==> src/rtl/tuc_pkg.sv <==
// package for the triple up counter block
package tuc_pkg;
  localparam logic [3:0] TUC_ADDR_CNT_A   = 4'h5;
  localparam logic [3:0] TUC_ADDR_CNT_BL  = 4'h6;
  localparam logic [3:0] TUC_ADDR_CNT_BH  = 4'h7;
  localparam logic [3:0] TUC_ADDR_A_CTL   = 4'h8;
  localparam logic [3:0] TUC_ADDR_BC_CTL  = 4'h9;
  localparam logic [3:0] TUC_ADDR_IR_CTL  = 4'ha;
  localparam logic [3:0] TUC_ADDR_IRQ     = 4'hf;
  localparam logic [4:0] TUC_PAGE_CTL     = 5'h00;
  localparam logic [4:0] TUC_PAGE_DATA    = 5'h01;
  localparam int         TUC_BIT_A_EN     = 2;
  localparam int         TUC_BIT_BH_EN    = 7;
  localparam int         TUC_BIT_B_EN     = 6;
  localparam int         TUC_BIT_C_EN     = 2;
  localparam int         TUC_BIT_SCALE_EN = 7;
  localparam int         TUC_BIT_SCALE_LO = 4;
  localparam int         TUC_BIT_IR_EN    = 3;
  localparam int         TUC_BIT_CARRIER  = 2;
  localparam int         TUC_BIT_FLAG_A   = 3;
  localparam int         TUC_BIT_FLAG_B   = 4;
  localparam int         TUC_BIT_FLAG_C   = 5;
  localparam logic [7:0] TUC_RST_BYTE     = 8'h00;
  localparam logic [7:0] TUC_A_CTL_MASK   = 8'h04;
  localparam logic [7:0] TUC_BC_CTL_MASK  = 8'hc4;
  localparam logic [7:0] TUC_IRQ_MASK     = 8'h38;
  localparam int         TUC_CLK_HZ       = 25000000;

  typedef struct packed {
    logic       wr;
    logic       rd;
    logic [4:0] page;
    logic [3:0] addr;
    logic [7:0] wdata;
  } tuc_bus_t;
endpackage

==> src/rtl/tuc_timers.sv <==
// three up counters with preload, scaler and interrupt flags
`timescale 1ns/1ns
// Contract
// - counters count up and reload preload on wrap through zero
// - software write loads both live count and preload
// - software read returns live count
// - enabled counter sets its flag in the reload cycle
// - counter a is an 8-bit read-write up counter
// - all counter registers clear on reset
// - counter a times out after 256 minus count ticks
// - counter b low byte is 8-bit read-write up counter
// - high byte enable joins b bytes into one 16-bit counter
// - b without high byte times out after 256 minus low count
// - b with high byte times out after 65536 minus 16-bit count
// - c with carrier select and ir enable holds its preload
// - c is an ordinary up counter otherwise
// - c up mode timeout is scaler times 256 minus count
// - carrier rate is count clock over twice (1 plus c) times scaler
// - ir control holds scaler select and scaler enable
module tuc_timers
  import tuc_pkg::*;
(
  input  wire logic       i_core_clk,
  input  wire logic       i_sys_rst,
  input  wire logic       i_clk_en,
  input  wire logic       i_osc_div2,
  input  wire tuc_bus_t   i_bus,
  output logic [7:0]      o_rdata,
  output logic            o_carrier_tick,
  output logic            o_irq
);
  logic [7:0]  cnt_a_r, pre_a_r, cnt_bl_r, pre_bl_r, cnt_bh_r, pre_bh_r;
  logic [7:0]  cnt_c_r, pre_c_r;
  logic [7:0]  a_ctl_r, bc_ctl_r, ir_ctl_r, mask_r, flag_r;
  logic        tick_r;
  logic [7:0]  scale_cnt_r;
  logic [7:0]  scale_max;
  logic        tick, c_tick, ir_mode;
  logic        wrap_a, wrap_b, wrap_c;
  logic        wr_ctl, wr_dat, rd_ctl, rd_dat;
  logic [15:0] b_full;

  assign wr_ctl = i_bus.wr && (i_bus.page == TUC_PAGE_CTL);
  assign wr_dat = i_bus.wr && (i_bus.page == TUC_PAGE_DATA);
  assign rd_ctl = i_bus.rd && (i_bus.page == TUC_PAGE_CTL);
  assign rd_dat = i_bus.rd && (i_bus.page == TUC_PAGE_DATA);

  // count clock: every sysclk, or every other one when divided by 2
  assign tick = i_clk_en && (!i_osc_div2 || tick_r);
  always_ff @(posedge i_core_clk) begin
    if (i_sys_rst) begin
      tick_r <= 1'b0;
    end else if (i_clk_en) begin
      tick_r <= !tick_r;
    end
  end

  // prescaler ratio 2^(sel+1) when enabled, 1 otherwise
  always_comb begin
    scale_max = 8'h00;
    if (ir_ctl_r[TUC_BIT_SCALE_EN]) begin
      scale_max = 8'(( 9'h002 << ir_ctl_r[TUC_BIT_SCALE_LO +: 3]) - 9'h001);
    end
  end
  assign c_tick = tick && (scale_cnt_r == scale_max);
  always_ff @(posedge i_core_clk) begin
    if (i_sys_rst) begin
      scale_cnt_r <= 8'h00;
    end else if (tick && bc_ctl_r[TUC_BIT_C_EN]) begin
      scale_cnt_r <= c_tick ? 8'h00 : scale_cnt_r + 8'h01;
    end
  end

  assign ir_mode = ir_ctl_r[TUC_BIT_CARRIER] && ir_ctl_r[TUC_BIT_IR_EN];
  assign b_full  = {cnt_bh_r, cnt_bl_r};
  assign wrap_a  = tick && a_ctl_r[TUC_BIT_A_EN] && (cnt_a_r == 8'hff);
  assign wrap_b  = tick && bc_ctl_r[TUC_BIT_B_EN] &&
                   (bc_ctl_r[TUC_BIT_BH_EN] ? (b_full == 16'hffff) : (cnt_bl_r == 8'hff));
  assign wrap_c  = c_tick && bc_ctl_r[TUC_BIT_C_EN] && (cnt_c_r == 8'hff);

  // carrier half period: (1 + c) scaled ticks from the held preload
  logic [7:0] carr_cnt_r;
  logic       carr_tick_r;
  always_ff @(posedge i_core_clk) begin
    if (i_sys_rst) begin
      carr_cnt_r  <= 8'h00;
      carr_tick_r <= 1'b0;
    end else begin
      carr_tick_r <= 1'b0;
      if (c_tick && ir_mode && bc_ctl_r[TUC_BIT_C_EN]) begin
        if (carr_cnt_r == pre_c_r) begin
          carr_cnt_r  <= 8'h00;
          carr_tick_r <= 1'b1;
        end else begin
          carr_cnt_r <= carr_cnt_r + 8'h01;
        end
      end
    end
  end
  assign o_carrier_tick = carr_tick_r;

  always_ff @(posedge i_core_clk) begin
    if (i_sys_rst) begin
      cnt_a_r <= TUC_RST_BYTE;
      pre_a_r <= TUC_RST_BYTE;
    end else if (wr_dat && i_bus.addr == TUC_ADDR_CNT_A) begin
      cnt_a_r <= i_bus.wdata;
      pre_a_r <= i_bus.wdata;
    end else if (wrap_a) begin
      cnt_a_r <= pre_a_r;
    end else if (tick && a_ctl_r[TUC_BIT_A_EN]) begin
      cnt_a_r <= cnt_a_r + 8'h01;
    end
  end

  always_ff @(posedge i_core_clk) begin
    if (i_sys_rst) begin
      cnt_bl_r <= TUC_RST_BYTE;
      pre_bl_r <= TUC_RST_BYTE;
      cnt_bh_r <= TUC_RST_BYTE;
      pre_bh_r <= TUC_RST_BYTE;
    end else begin
      if (wr_dat && i_bus.addr == TUC_ADDR_CNT_BL) begin
        cnt_bl_r <= i_bus.wdata;
        pre_bl_r <= i_bus.wdata;
      end else if (wrap_b) begin
        cnt_bl_r <= pre_bl_r;
      end else if (tick && bc_ctl_r[TUC_BIT_B_EN]) begin
        cnt_bl_r <= cnt_bl_r + 8'h01;
      end
      if (wr_dat && i_bus.addr == TUC_ADDR_CNT_BH) begin
        cnt_bh_r <= i_bus.wdata;
        pre_bh_r <= i_bus.wdata;
      end else if (wrap_b && bc_ctl_r[TUC_BIT_BH_EN]) begin
        cnt_bh_r <= pre_bh_r;
      end else if (tick && bc_ctl_r[TUC_BIT_B_EN] && bc_ctl_r[TUC_BIT_BH_EN] && cnt_bl_r == 8'hff) begin
        cnt_bh_r <= cnt_bh_r + 8'h01;
      end
    end
  end

  always_ff @(posedge i_core_clk) begin
    if (i_sys_rst) begin
      cnt_c_r <= TUC_RST_BYTE;
      pre_c_r <= TUC_RST_BYTE;
    end else if (wr_dat && i_bus.addr == TUC_ADDR_A_CTL) begin
      cnt_c_r <= i_bus.wdata;
      pre_c_r <= i_bus.wdata;
    end else if (ir_mode) begin
      cnt_c_r <= pre_c_r;
    end else if (wrap_c) begin
      cnt_c_r <= pre_c_r;
    end else if (c_tick && bc_ctl_r[TUC_BIT_C_EN]) begin
      cnt_c_r <= cnt_c_r + 8'h01;
    end
  end

  always_ff @(posedge i_core_clk) begin
    if (i_sys_rst) begin
      a_ctl_r  <= TUC_RST_BYTE;
      bc_ctl_r <= TUC_RST_BYTE;
      ir_ctl_r <= TUC_RST_BYTE;
      mask_r   <= TUC_RST_BYTE;
    end else if (wr_ctl) begin
      if (i_bus.addr == TUC_ADDR_A_CTL) begin
        a_ctl_r <= i_bus.wdata & TUC_A_CTL_MASK;
      end else if (i_bus.addr == TUC_ADDR_BC_CTL) begin
        bc_ctl_r <= i_bus.wdata & TUC_BC_CTL_MASK;
      end else if (i_bus.addr == TUC_ADDR_IR_CTL) begin
        ir_ctl_r <= i_bus.wdata;
      end else if (i_bus.addr == TUC_ADDR_IRQ) begin
        mask_r <= i_bus.wdata & TUC_IRQ_MASK;
      end
    end
  end

  // flags: set wins over a software clear in the same cycle
  logic [7:0] flag_set;
  logic [7:0] flag_keep;
  always_comb begin
    flag_set = 8'h00;
    flag_set[TUC_BIT_FLAG_A] = wrap_a;
    flag_set[TUC_BIT_FLAG_B] = wrap_b;
    flag_set[TUC_BIT_FLAG_C] = wrap_c;
    flag_keep = flag_r;
    if (wr_dat && i_bus.addr == TUC_ADDR_IRQ) begin
      flag_keep = flag_r & i_bus.wdata;
    end
    if (rd_dat && i_bus.addr == TUC_ADDR_IRQ) begin
      flag_keep = 8'h00;
    end
  end
  always_ff @(posedge i_core_clk) begin
    if (i_sys_rst) begin
      flag_r <= TUC_RST_BYTE;
    end else begin
      flag_r <= (flag_keep | flag_set) & TUC_IRQ_MASK;
    end
  end
  assign o_irq = |(flag_r & mask_r);

  always_ff @(posedge i_core_clk) begin
    if (i_sys_rst) begin
      o_rdata <= 8'h00;
    end else if (rd_ctl) begin
      if (i_bus.addr == TUC_ADDR_A_CTL) begin
        o_rdata <= a_ctl_r;
      end else if (i_bus.addr == TUC_ADDR_BC_CTL) begin
        o_rdata <= bc_ctl_r;
      end else if (i_bus.addr == TUC_ADDR_IR_CTL) begin
        o_rdata <= ir_ctl_r;
      end else if (i_bus.addr == TUC_ADDR_IRQ) begin
        o_rdata <= mask_r;
      end else begin
        o_rdata <= 8'h00;
      end
    end else if (rd_dat) begin
      if (i_bus.addr == TUC_ADDR_CNT_A) begin
        o_rdata <= cnt_a_r;
      end else if (i_bus.addr == TUC_ADDR_CNT_BL) begin
        o_rdata <= cnt_bl_r;
      end else if (i_bus.addr == TUC_ADDR_CNT_BH) begin
        o_rdata <= cnt_bh_r;
      end else if (i_bus.addr == TUC_ADDR_A_CTL) begin
        o_rdata <= cnt_c_r;
      end else if (i_bus.addr == TUC_ADDR_IRQ) begin
        o_rdata <= flag_r;
      end else begin
        o_rdata <= 8'h00;
      end
    end else begin
      o_rdata <= 8'h00;
    end
  end
endmodule

==> config.mk <==
export PLATFORM = sky130hd
export DESIGN_NAME = tuc_timers
export DESIGN_NICKNAME = d
export VERILOG_FILES = /design/src/rtl/tuc_pkg.sv /design/src/rtl/tuc_timers.sv
export SDC_FILE = /design/constraint.sdc
export NUM_CORES = 1
export LEC_CHECK = 0
export CAP_MARGIN = 20
export CORE_MARGIN = 1.5
export CORE_UTILIZATION = 64
export DETAILED_ROUTE_END_ITERATION = 10
export DONT_BUFFER_PORTS = 1
export PLACE_DENSITY = 0.8
export RECOVER_POWER = 50
export SLEW_MARGIN = 20
export SYNTH_ARGS = -nofsm -noshare
export SYNTH_HDL_FRONTEND = slang
export SYNTH_SLANG_ARGS = --single-unit
export TNS_END_PERCENT = 1
==> constraint.sdc <==
create_clock -name i_core_clk -period 7 [get_ports i_core_clk]
set_clock_uncertainty 0.2 [all_clocks]
set_input_delay 1.05 -clock i_core_clk [delete_from_list [all_inputs] [get_ports i_core_clk]]
set_output_delay 1.05 -clock i_core_clk [all_outputs]
set_load 0.005 [all_outputs]
# Word level (Yosys, flattened, before mapping)
# Index checks and enable logic that the tools add are counted.
# totals
regBits	108
out_inout_bits	10
word_cells	117
inputBits	23
# classes
addsub	7
n_eq_ne	14
mux	31
n_shift	1
bitwise	7
reduce_logical	39
# op_table
op	n
8-bit 2-to-1 mux	25
8-bit by 1-bit adder with 8-bit output (second input constant)	6
1-bit logical AND	25
8-bit == test (second input constant)	3
6-bit 2-to-1 mux	4
16-bit == test (second input constant)	1
4-bit == test (second input constant)	4
8-bit == test	2
6-bit AND	2
4-bit by 3-bit == test with 1-bit output (second input constant)	3
3-bit nonzero test	3
8-bit OR reduction	1
2-bit by 3-bit left shift with 8-bit output (first input constant)	1
8-bit by 1-bit subtractor with 8-bit output (second input constant)	1
6-bit bitwise OR	1
5-bit by 1-bit == test with 1-bit output (second input constant)	1
5-bit logical NOT	1
5-bit AND reduction	1
1-bit NOT	4
4-bit AND reduction	1
4-bit nonzero test	1
3-bit AND reduction	1
1-bit logical NOT	2
1-bit 2-to-1 mux	2
3 further kinds	3

# Longest topological paths before layout
# Gate-level depths: netlist of run 1.
# depth
depth_word	10
ltp_mapped	9
mapped_depth_nobuf	7

# Worst setup path before layout of run 1
# No wires, ideal clock.
# synth_timing
path_type	input -> register
from	in i_bus[15] (netlist name)
to	reg ir_ctl_r[0]
slack_ps	4085
n_path_buf	0
arrival_time_ps	2588
cell_stages	5
cell_sequence	or4b_2 nor3_1 nand3_2 mux2i_1 nor2_1
# synth_via
elab_chain_len	3
# synth_rtl
item	line_no	text
from (decl)	tuc_timers.sv:27	input wire tuc_bus_t i_bus,
5-bit logical NOT	tuc_timers.sv:43	assign wr_ctl = i_bus.wr && (i_bus.page == TUC_PAGE_CTL);
1-bit logical AND	tuc_timers.sv:43	
4-bit AND reduction (no source line)	-	
to (signal assigned)	tuc_timers.sv:170	ir_ctl_r <= i_bus.wdata;
to (decl)	tuc_timers.sv:34	logic [7:0] a_ctl_r, bc_ctl_r, ir_ctl_r, mask_r, flag_r;
# Every way passes these cells.
# A chain may end at the register's enable or synchronous reset.

# Final worst setup path of run 1
# layout_timing
from	reg ir_ctl_r[7]
to	reg carr_cnt_r[1]
# layout_via
elab_chain_len	5
# layout_rtl
item	line_no	text
8-bit 2-to-1 mux	tuc_timers.sv:61	if (ir_ctl_r[TUC_BIT_SCALE_EN]) begin
8-bit == test	tuc_timers.sv:65	assign c_tick = tick && (scale_cnt_r == scale_max);
1-bit logical AND	tuc_timers.sv:65	
1-bit logical AND (2 in series)	tuc_timers.sv:90	if (c_tick && ir_mode && bc_ctl_r[TUC_BIT_C_EN]) begin
to (signal assigned)	tuc_timers.sv:95	carr_cnt_r <= carr_cnt_r + 8'h01;
to (decl)	tuc_timers.sv:82	logic [7:0] carr_cnt_r;
# Every way passes these cells.

==> impl_metrics.xml, run 1 <==
<?xml version="1.0" encoding="UTF-8"?>
<metrics>
  <group name="timing">
    <metric name="finalCritPeriodShare" unit="%">52.3</metric>
    <metric name="fmax" unit="MHz">273</metric>
    <metric name="final_max_slew_viol_count" unit="">0</metric>
    <metric name="tightestPinTransition" unit="ps">1010</metric>
    <metric name="setup_viol" unit="">0</metric>
    <metric name="report.final.hold_viol_count" unit="">0</metric>
    <metric name="finalHoldWorstSlack" unit="ps">258</metric>
    <metric name="setup_repair_after_global_routing_missed_its_margin" unit="">false</metric>
    <metric name="period_minus_slack" unit="ps">3660</metric>
    <metric name="setup_tns" unit="ps">0</metric>
    <metric name="slew_headroom" unit="%">32.8</metric>
    <metric name="postLayoutSetupSlackWorst" unit="ps">3340</metric>
  </group>
  <group name="logic_synthesis">
    <metric name="synth_compound_gate_area_share" unit="%">20.9</metric>
    <metric name="synthArstFlopShare" unit="%">0</metric>
    <metric name="yosys.area_share.simple" unit="%">24.5</metric>
    <metric name="synth_xor_area_share" unit="%">4.69</metric>
    <metric name="synth_adder_area_share" unit="%">1.30</metric>
    <metric name="ys_ff_latch" unit="">108</metric>
    <metric name="synth_enable_flop_cells" unit="">0</metric>
    <metric name="yosys.cell_types.count" unit="">63</metric>
    <metric name="seq_area_frac_synth" unit="%">37.4</metric>
    <metric name="muxShareOfSynthArea" unit="%">7.12</metric>
    <metric name="synthFlopType" unit="">sky130_fd_sc_hd__dfxtp_1</metric>
    <metric name="yosys_warn_count" unit="">0</metric>
    <metric name="synthesis.instances" unit="">716</metric>
    <metric name="synth_nets" unit="">745</metric>
    <metric name="yosys-top-cells-area" unit="">sky130_fd_sc_hd__dfxtp_1 37%, sky130_fd_sc_hd__nand2_1 7.0%, sky130_fd_sc_hd__a21oi_1 6.3%</metric>
    <metric name="syn_area_per_cell" unit="um^2">8.08</metric>
    <metric name="yosys.area.top_type" unit="">sky130_fd_sc_hd__dfxtp_1</metric>
    <metric name="synth_top_area_share" unit="%">37.4</metric>
    <metric name="synth_top_family_by_area" unit="">simple AND/OR/NAND/NOR gates</metric>
    <metric name="syn_area" unit="um^2">5780</metric>
  </group>
  <group name="cts">
    <metric name="clk_pin_slew_worst_paths" unit="ps">100</metric>
    <metric name="cts-root-buf" unit="">sky130_fd_sc_hd__clkbuf_8</metric>
    <metric name="post_cts_resize_count" unit="">0</metric>
    <metric name="htree_levels" unit="">3</metric>
    <metric name="cts_made_buffers" unit="">9</metric>
    <metric name="cts_tree" unit="">done</metric>
    <metric name="clkLatencyLatePin" unit="ps">370</metric>
    <metric name="cts_post_setup_buffers_inserted" unit="">0</metric>
    <metric name="holdBufCountCts" unit="">0</metric>
    <metric name="cts-root-to-sink-buffers" unit="">2</metric>
    <metric name="clock_sink_count" unit="">108</metric>
  </group>
  <group name="worst_setup_path">
    <metric name="critical_path.max_stage_delay" unit="ps">880</metric>
    <metric name="crit_arrival" unit="ps">3700</metric>
    <metric name="crit_type" unit="">flop to flop</metric>
    <metric name="critPathTopFamily" unit="">compound AO/OA/AOI/OAI gates</metric>
    <metric name="critical_path_buf_inv_count" unit="">0</metric>
    <metric name="timing.critical_path.to_type" unit="">flop</metric>
    <metric name="start_kind" unit="">flop</metric>
    <metric name="cp_startpoint" unit="">ir_ctl_r[7]</metric>
    <metric name="cp_slowest_cell" unit="">sky130_fd_sc_hd__a221oi_1</metric>
    <metric name="timing.critical_path.cells" unit="">and2_0, o2111ai_1, a221oi_1, nand3_1, o21bai_1, nor2_1</metric>
    <metric name="regToRegStartpoint" unit="">ir_ctl_r[7]</metric>
    <metric name="maximum_fanout_along_the_worst_path" unit="">12</metric>
    <metric name="worst-endpoint-required" unit="ps">7040</metric>
  </group>
  <group name="power">
    <metric name="maximum_vdd_drop" unit="mV">0.102</metric>
    <metric name="p_per_area" unit="nW/um^2">174</metric>
    <metric name="switchingPower" unit="W">0.000219</metric>
    <metric name="fin_total_pwr" unit="W">0.00103</metric>
    <metric name="power_report.internal_total" unit="W">0.000809</metric>
    <metric name="sequentialPowerShare" unit="%">59.9</metric>
    <metric name="p_comb_share" unit="%">1.9</metric>
    <metric name="switching_share" unit="%">21.3</metric>
    <metric name="clock_power_share" unit="%">38.2</metric>
    <metric name="leakage_power" unit="nW">2.10</metric>
  </group>
  <group name="drt">
    <metric name="detailedRoute.firstPassIterationCount" unit="">5</metric>
    <metric name="finalWirelength" unit="mm">14.6</metric>
    <metric name="route.antenna.remaining_nets" unit="">0</metric>
    <metric name="detailroute.via_count" unit="">5250</metric>
    <metric name="wl_cell" unit="um">18.3</metric>
    <metric name="remaining_drc_errors" unit="">0</metric>
    <metric name="drt_iter0_markers" unit="">463</metric>
    <metric name="detail_route.vias_per_cell" unit="">6.59</metric>
  </group>
  <group name="place">
    <metric name="sum_of_net_half_perimeters_after_detailed_placement" unit="mm">10.0</metric>
    <metric name="place_congestion" unit="">0.931</metric>
    <metric name="dpl_worst_slack" unit="ps">3570</metric>
    <metric name="buffer_ports.inserted" unit="">0</metric>
  </group>
  <group name="grt">
    <metric name="grt_pass1_vias" unit="">4806</metric>
    <metric name="grt.overflow.total" unit="">0</metric>
    <metric name="tot_gr_track_use" unit="%">30.8</metric>
    <metric name="largest_net_degree_at_the_start_of_global_routing" unit="">99</metric>
    <metric name="antenna_found_initial" unit="">0</metric>
    <metric name="grt_first_pass_wirelength" unit="mm">23.7</metric>
  </group>
  <group name="finish">
    <metric name="fillCellCount" unit="">758</metric>
    <metric name="antenna_cells" unit="">0</metric>
    <metric name="multiInputGateArea" unit="um^2">3350</metric>
    <metric name="area.sequential" unit="um^2">2160</metric>
    <metric name="layout-drive-gt1-share" unit="%">4.21</metric>
    <metric name="area.growth.synth_to_final" unit="%">2.16</metric>
    <metric name="nNetsFinal" unit="">713</metric>
  </group>
  <group name="floorplanning">
    <metric name="placementRows" unit="">34</metric>
    <metric name="die_width" unit="um">98.1</metric>
    <metric name="floorplan.io_pins" unit="">33</metric>
    <metric name="chip_height" unit="um">98.1</metric>
    <metric name="core_area" unit="um^2">8720</metric>
    <metric name="start_util" unit="%">66.3</metric>
    <metric name="design.die.area" unit="um^2">9610</metric>
  </group>
  <group name="min_path">
    <metric name="timing.hold.worst.class" unit="">flop to flop</metric>
    <metric name="min-delay-start" unit="">pre_bh_r[0]</metric>
  </group>
  <group name="run">
    <metric name="timing.max_cap.violations" unit="">0</metric>
  </group>
  <group name="outcome">
    <metric name="status" unit="">complete, no violations</metric>
  </group>
</metrics>
==> flip-flops by register name, summed over array words and instances (netlist names), 3 cells and up <==
signal / count
pre_bh_r: 8
cnt_bh_r: 8
flag_r: 3
pre_bl_r: 8
cnt_bl_r: 8
cnt_a_r: 8
ir_ctl_r: 8
pre_c_r: 8
pre_a_r: 8
scale_cnt_r: 8
cnt_c_r: 8
bc_ctl_r: 3
o_rdata: 8
carr_cnt_r: 8
mask_r: 3
==> area by class of cell <==
cell class              count  share of cell area (%)
repair buffers              1                  0.0635
flip-flops and latches    108                    36.6
inverters                  15                   0.953
multi-input cells         549                    56.7
clock inverters             3                   0.741
well taps                 108                    2.29
clock buffers              13                    2.69
==> cells in the mapped netlist, types with 4 or more instances <==
cell type / count
sky130_fd_sc_hd__dfxtp_1: 108
sky130_fd_sc_hd__nand2_1: 108
sky130_fd_sc_hd__a21oi_1: 73
sky130_fd_sc_hd__nor2_1: 54
sky130_fd_sc_hd__clkbuf_1: 33
sky130_fd_sc_hd__nand3_1: 32
sky130_fd_sc_hd__mux2i_1: 31
sky130_fd_sc_hd__o21ai_0: 27
sky130_fd_sc_hd__and3_1: 20
sky130_fd_sc_hd__xor2_1: 20
sky130_fd_sc_hd__inv_1: 15
sky130_fd_sc_hd__nor2b_1: 13
sky130_fd_sc_hd__nand4_1: 11
sky130_fd_sc_hd__xnor2_1: 11
sky130_fd_sc_hd__nor3_1: 10
sky130_fd_sc_hd__a22oi_1: 9
sky130_fd_sc_hd__and2_1: 9
sky130_fd_sc_hd__mux2_2: 9
sky130_fd_sc_hd__o211ai_1: 9
sky130_fd_sc_hd__a21o_1: 7
sky130_fd_sc_hd__buf_2: 7
sky130_fd_sc_hd__nand2b_1: 7
sky130_fd_sc_hd__a22o_1: 6
sky130_fd_sc_hd__ha_1: 6
sky130_fd_sc_hd__o31ai_1: 6
sky130_fd_sc_hd__a211o_1: 5
sky130_fd_sc_hd__a311oi_1: 5
sky130_fd_sc_hd__and4_1: 5
sky130_fd_sc_hd__a211oi_1: 4
sky130_fd_sc_hd__a31oi_1: 4
sky130_fd_sc_hd__a41oi_1: 4
sky130_fd_sc_hd__or3_1: 4
==> metrics by stage <==
step	util, %	cells	instance area (um^2)
6_report	67.7	797	5910
5_1_grt	67.7	797	5910
4_1_cts	68.2	797	5950
3_5_place_dp	65.9	781	5740
3_3_place_gp	65.9	781	5740
2_1_floorplan	-	716	5780
==> routing by layer <==
layer / track usage (%) / part of all wire [%] / vias to the layer above
met5: 0 / 0 / -
met4: 12.4 / 2.5 / 0
met3: 5.51 / 8.6 / 37
met2: 50.3 / 47 / 254
met1: 40.4 / 42 / 2455
li1: - / - / 2504
==> worst min-delay path, cell delays in order, from the launching register on <==
cell	delay, ps
sky130_fd_sc_hd__dfxtp_1	320
sky130_fd_sc_hd__nand2_1	50
sky130_fd_sc_hd__a21oi_1	50
==> cells in the final DEF, fill, tap and decap left out, drive strengths merged, types with 3 or more instances in the layout <==
| cell type | count |
|---|---|
| a41oi | 4 |
| a31oi | 4 |
| a221oi | 4 |
| nor2 | 54 |
| o31ai | 7 |
| a311o | 3 |
| clkbuf | 14 |
| a211oi | 4 |
| o211ai | 9 |
| a21o | 7 |
| and3 | 20 |
| nand4 | 11 |
| and4 | 5 |
| o21ai | 28 |
| a22o | 6 |
| inv | 16 |
| a22oi | 9 |
| and2 | 10 |
| nand2 | 108 |
| or3 | 4 |
| nor3 | 11 |
| mux2 | 9 |
| xor2 | 20 |
| ha | 6 |
| xnor2 | 11 |
| nor2b | 13 |
| nand3 | 35 |
| a21oi | 73 |
| dfxtp | 108 |
| nand2b | 7 |
| a211o | 5 |
| mux2i | 31 |
| a311oi | 5 |
==> power by group through the flow <==
stage / Combinational, W / Clock, W / Sequential, W
after floorplan: 0.0000269 / 0 / 0.000630
after global placement: 0.0000184 / 0 / 0.000630
after detailed placement: 0.0000188 / 0 / 0.000630
after CTS: 0.0000189 / 0.000402 / 0.000616
after global routing: 0.0000208 / 0.000420 / 0.000616
final: 0.0000193 / 0.000393 / 0.000616
==> cells by family after synthesis <==
group,Yosys count
buf+inv,59
compound gates,183
xor+xnor,31
simple gates,289
fa+ha+maj,6
flops,108
mux,40
==> path summary, 6_finish.rpt <==
path / cells after the start / slack (ps) / endpoint
setup reg to reg: 6 / 3340 / carr_cnt_r[1]
setup / recovery: 6 / 3340 / carr_cnt_r[1]
hold / removal: 2 / 260 / pre_bh_r[0]
hold reg to reg: 2 / 260 / pre_bh_r[0]
(Power assumes the default switching activity.)
==> run 2, diff against run 1 <==
Clock period 7 ns to 3.7 ns, I/O delays scaled along.
==> run 2 against run 1 <==
Net effect: clock power up 87%; sequential share of layout area is 0.23 points lower; critical path type unchanged; critical endpoint is now carr_cnt_r[5]; setup slack got worse by 2500 ps; die area unchanged; final cell count rose by 0.13%; count of clock-buffer cells in the layout shrank 1; routed wire length increased by 0.68%; global-route usage grew 0.58 points; register-to-register slack lost 2500 ps; largest cell class unchanged.
==> impl_metrics.xml, run 2 (same netlist as run 1, synthesis figures left out) <==
<?xml version="1.0" encoding="UTF-8"?>
<metrics>
  <group name="finish">
    <metric name="layout_common_cells" unit="">108 x sky130_fd_sc_hd__nand2_1, 108 x sky130_fd_sc_hd__dfxtp_1, 73 x sky130_fd_sc_hd__a21oi_1, 54 x sky130_fd_sc_hd__nor2_1, 33 x sky130_fd_sc_hd__nand3_1</metric>
    <metric name="area.growth.synth_to_final" unit="%">2.81</metric>
    <metric name="nNetsFinal" unit="">714</metric>
    <metric name="antenna_cells" unit="">0</metric>
    <metric name="layout-drive-gt1-share" unit="%">5.07</metric>
  </group>
  <group name="cts">
    <metric name="post_cts_resize_count" unit="">0</metric>
    <metric name="cts-root-to-sink-buffers" unit="">2</metric>
    <metric name="cts_post_setup_buffers_inserted" unit="">0</metric>
    <metric name="holdBufCountCts" unit="">0</metric>
    <metric name="cts_made_buffers" unit="">9</metric>
    <metric name="clk_pin_slew_worst_paths" unit="ps">100</metric>
    <metric name="htree_levels" unit="">3</metric>
    <metric name="clkLatencyLatePin" unit="ps">370</metric>
    <metric name="cts_tree" unit="">done</metric>
    <metric name="clock_sink_count" unit="">108</metric>
    <metric name="cts-root-buf" unit="">sky130_fd_sc_hd__clkbuf_8</metric>
  </group>
  <group name="power">
    <metric name="sequentialPowerShare" unit="%">60.1</metric>
    <metric name="switching_share" unit="%">21.2</metric>
    <metric name="switchingPower" unit="W">0.000411</metric>
    <metric name="leakage_power" unit="nW">2.12</metric>
    <metric name="clock_power_share" unit="%">37.9</metric>
    <metric name="maximum_vdd_drop" unit="mV">0.265</metric>
    <metric name="p_comb_share" unit="%">1.9</metric>
    <metric name="p_per_area" unit="nW/um^2">326</metric>
    <metric name="power_report.internal_total" unit="W">0.00153</metric>
    <metric name="fin_total_pwr" unit="W">0.00194</metric>
  </group>
  <group name="worst_setup_path">
    <metric name="timing.critical_path.cells" unit="">and2_0, o2111ai_1, a221oi_4, nand3_2, or4_1, a21oi_1</metric>
    <metric name="setup.reg_to_reg.worst_slack" unit="ps">850</metric>
    <metric name="start_kind" unit="">flop</metric>
    <metric name="maximum_fanout_along_the_worst_path" unit="">12</metric>
    <metric name="crit_type" unit="">flop to flop</metric>
    <metric name="crit_arrival" unit="ps">2960</metric>
    <metric name="regToRegStartpoint" unit="">ir_ctl_r[7]</metric>
    <metric name="critical_path.max_stage_delay" unit="ps">580</metric>
    <metric name="endpoint_of_the_most_critical_register_to_register_path" unit="">carr_cnt_r[5]</metric>
    <metric name="cp_slowest_cell" unit="">sky130_fd_sc_hd__or4_1</metric>
    <metric name="worst-endpoint-required" unit="ps">3810</metric>
    <metric name="reg2regPathDepth" unit="">6</metric>
    <metric name="timing.critical_path.to_type" unit="">flop</metric>
  </group>
  <group name="min_path">
    <metric name="hold-path-cell-count" unit="">1</metric>
    <metric name="min_delay_worst_endpoint" unit="">pre_a_r[3]</metric>
    <metric name="min-delay-start" unit="">i_sys_rst</metric>
    <metric name="timing.hold.worst.class" unit="">input pin to flop</metric>
  </group>
  <group name="grt">
    <metric name="antenna_found_initial" unit="">0</metric>
    <metric name="grt_first_pass_wirelength" unit="mm">24.3</metric>
    <metric name="tot_gr_track_use" unit="%">31.4</metric>
    <metric name="largest_net_degree_at_the_start_of_global_routing" unit="">99</metric>
    <metric name="grt.overflow.total" unit="">0</metric>
    <metric name="grt_pass1_vias" unit="">4970</metric>
  </group>
  <group name="drt">
    <metric name="route.antenna.remaining_nets" unit="">0</metric>
    <metric name="detailedRoute.firstPassIterationCount" unit="">6</metric>
    <metric name="detailroute.via_count" unit="">5276</metric>
    <metric name="remaining_drc_errors" unit="">0</metric>
    <metric name="wl_cell" unit="um">18.4</metric>
    <metric name="drt_iter0_markers" unit="">544</metric>
    <metric name="detail_route.vias_per_cell" unit="">6.61</metric>
    <metric name="finalWirelength" unit="mm">14.7</metric>
  </group>
  <group name="floorplanning">
    <metric name="start_util" unit="%">66.3</metric>
    <metric name="placementRows" unit="">34</metric>
    <metric name="floorplan.io_pins" unit="">33</metric>
    <metric name="die_width" unit="um">98.1</metric>
    <metric name="chip_height" unit="um">98.1</metric>
    <metric name="design.die.area" unit="um^2">9610</metric>
    <metric name="core_area" unit="um^2">8720</metric>
  </group>
  <group name="timing">
    <metric name="tightestPinTransition" unit="ps">944</metric>
    <metric name="setup_viol" unit="">0</metric>
    <metric name="report.final.hold_viol_count" unit="">0</metric>
    <metric name="final_max_slew_viol_count" unit="">0</metric>
    <metric name="setup_repair_after_global_routing_missed_its_margin" unit="">false</metric>
    <metric name="period_minus_slack" unit="ps">2850</metric>
    <metric name="setup_tns" unit="ps">0</metric>
    <metric name="slew_headroom" unit="%">37.0</metric>
    <metric name="fmax" unit="MHz">350</metric>
    <metric name="finalCritPeriodShare" unit="%">77.1</metric>
  </group>
  <group name="outcome">
    <metric name="status" unit="">complete, no violations</metric>
  </group>
  <group name="place">
    <metric name="buffer_ports.inserted" unit="">0</metric>
    <metric name="place_congestion" unit="">0.923</metric>
    <metric name="sum_of_net_half_perimeters_after_detailed_placement" unit="mm">10.2</metric>
  </group>
  <group name="run">
    <metric name="timing.max_cap.violations" unit="">0</metric>
  </group>
</metrics>
[run 2: cell types whose count changed in the layout (fill, tap and decap cells not counted), sizes merged]
cell / delta
buf: +2
clkbuf: -2
clkinv: +1
clkinvlp: +1
inv: -1
[run 2: routing by layer]
metal / wire (um) / global-route usage [%] / up-vias / share of wire, %
met5: 0 / 0 / - / 0
met4: 482 / 13.3 / 0 / 3.3
met3: 1200 / 6.37 / 50 / 8.1
met2: 6870 / 50.7 / 248 / 47
met1: 6160 / 40.9 / 2470 / 42
li1: - / - / 2508 / -
[run 2: worst max path at each step]
| stage | startpoint | end | slack, ps | cells past startpoint |
|---|---|---|---|---|
| after floorplan | i_bus[15] | ir_ctl_r[0] | 1280 | 5 |
| after global placement | i_bus[15] | cnt_bl_r[3] | 830 | 6 |
| after detailed placement | i_bus[11] | cnt_c_r[6] | 720 | 6 |
| after CTS | ir_ctl_r[7] | carr_cnt_r[7] | 930 | 6 |
| after global routing | ir_ctl_r[7] | carr_cnt_r[7] | 660 | 6 |
| final | ir_ctl_r[7] | carr_cnt_r[5] | 850 | 6 |
[run 2: power by group through the flow]
| stage | combinational (W) | clock, W | sequential [W] |
|---|---|---|---|
| 2_1_floorplan | 0.0000508 | 0 | 0.00119 |
| 3_3_place_gp | 0.0000357 | 0 | 0.00119 |
| 5_1_grt | 0.0000411 | 0.000791 | 0.00117 |
| 4_1_cts | 0.0000370 | 0.000748 | 0.00116 |
| 6_report | 0.0000377 | 0.000735 | 0.00116 |
| 3_5_place_dp | 0.0000367 | 0 | 0.00119 |
[run 2: final cells by class]
type,instances,area [um^2]
clock buffers,12,155
clock inverters,4,47.5
fillers,752,2780
inverters,15,56.3
multi-input cells,549,3370
flip-flops and latches,108,2160
well taps,108,135
repair buffers,2,15.0
[run 2: critical path, delay by kind of cell (launching register included)]
family,cells,cell delay (ps)
AOI/OAI and AO/OA,3,850
DFF,1,560
and+or+nand+nor,3,1190
[run 2: through the flow]
| stage | area, um^2 | utilization, % | std cells | hold slack (ps) | setup slack (ps) |
|---|---|---|---|---|---|
| floorplan | 5780 | - | 716 | 233 | 1280 |
| global placement | 5750 | 65.9 | 782 | 236 | 826 |
| CTS | 5950 | 68.3 | 798 | 33.6 | 930 |
| finish | 5950 | 68.2 | 798 | 54.6 | 847 |
| global route | 5950 | 68.2 | 798 | 25.3 | 658 |
| detailed placement | 5750 | 65.9 | 782 | 243 | 722 |
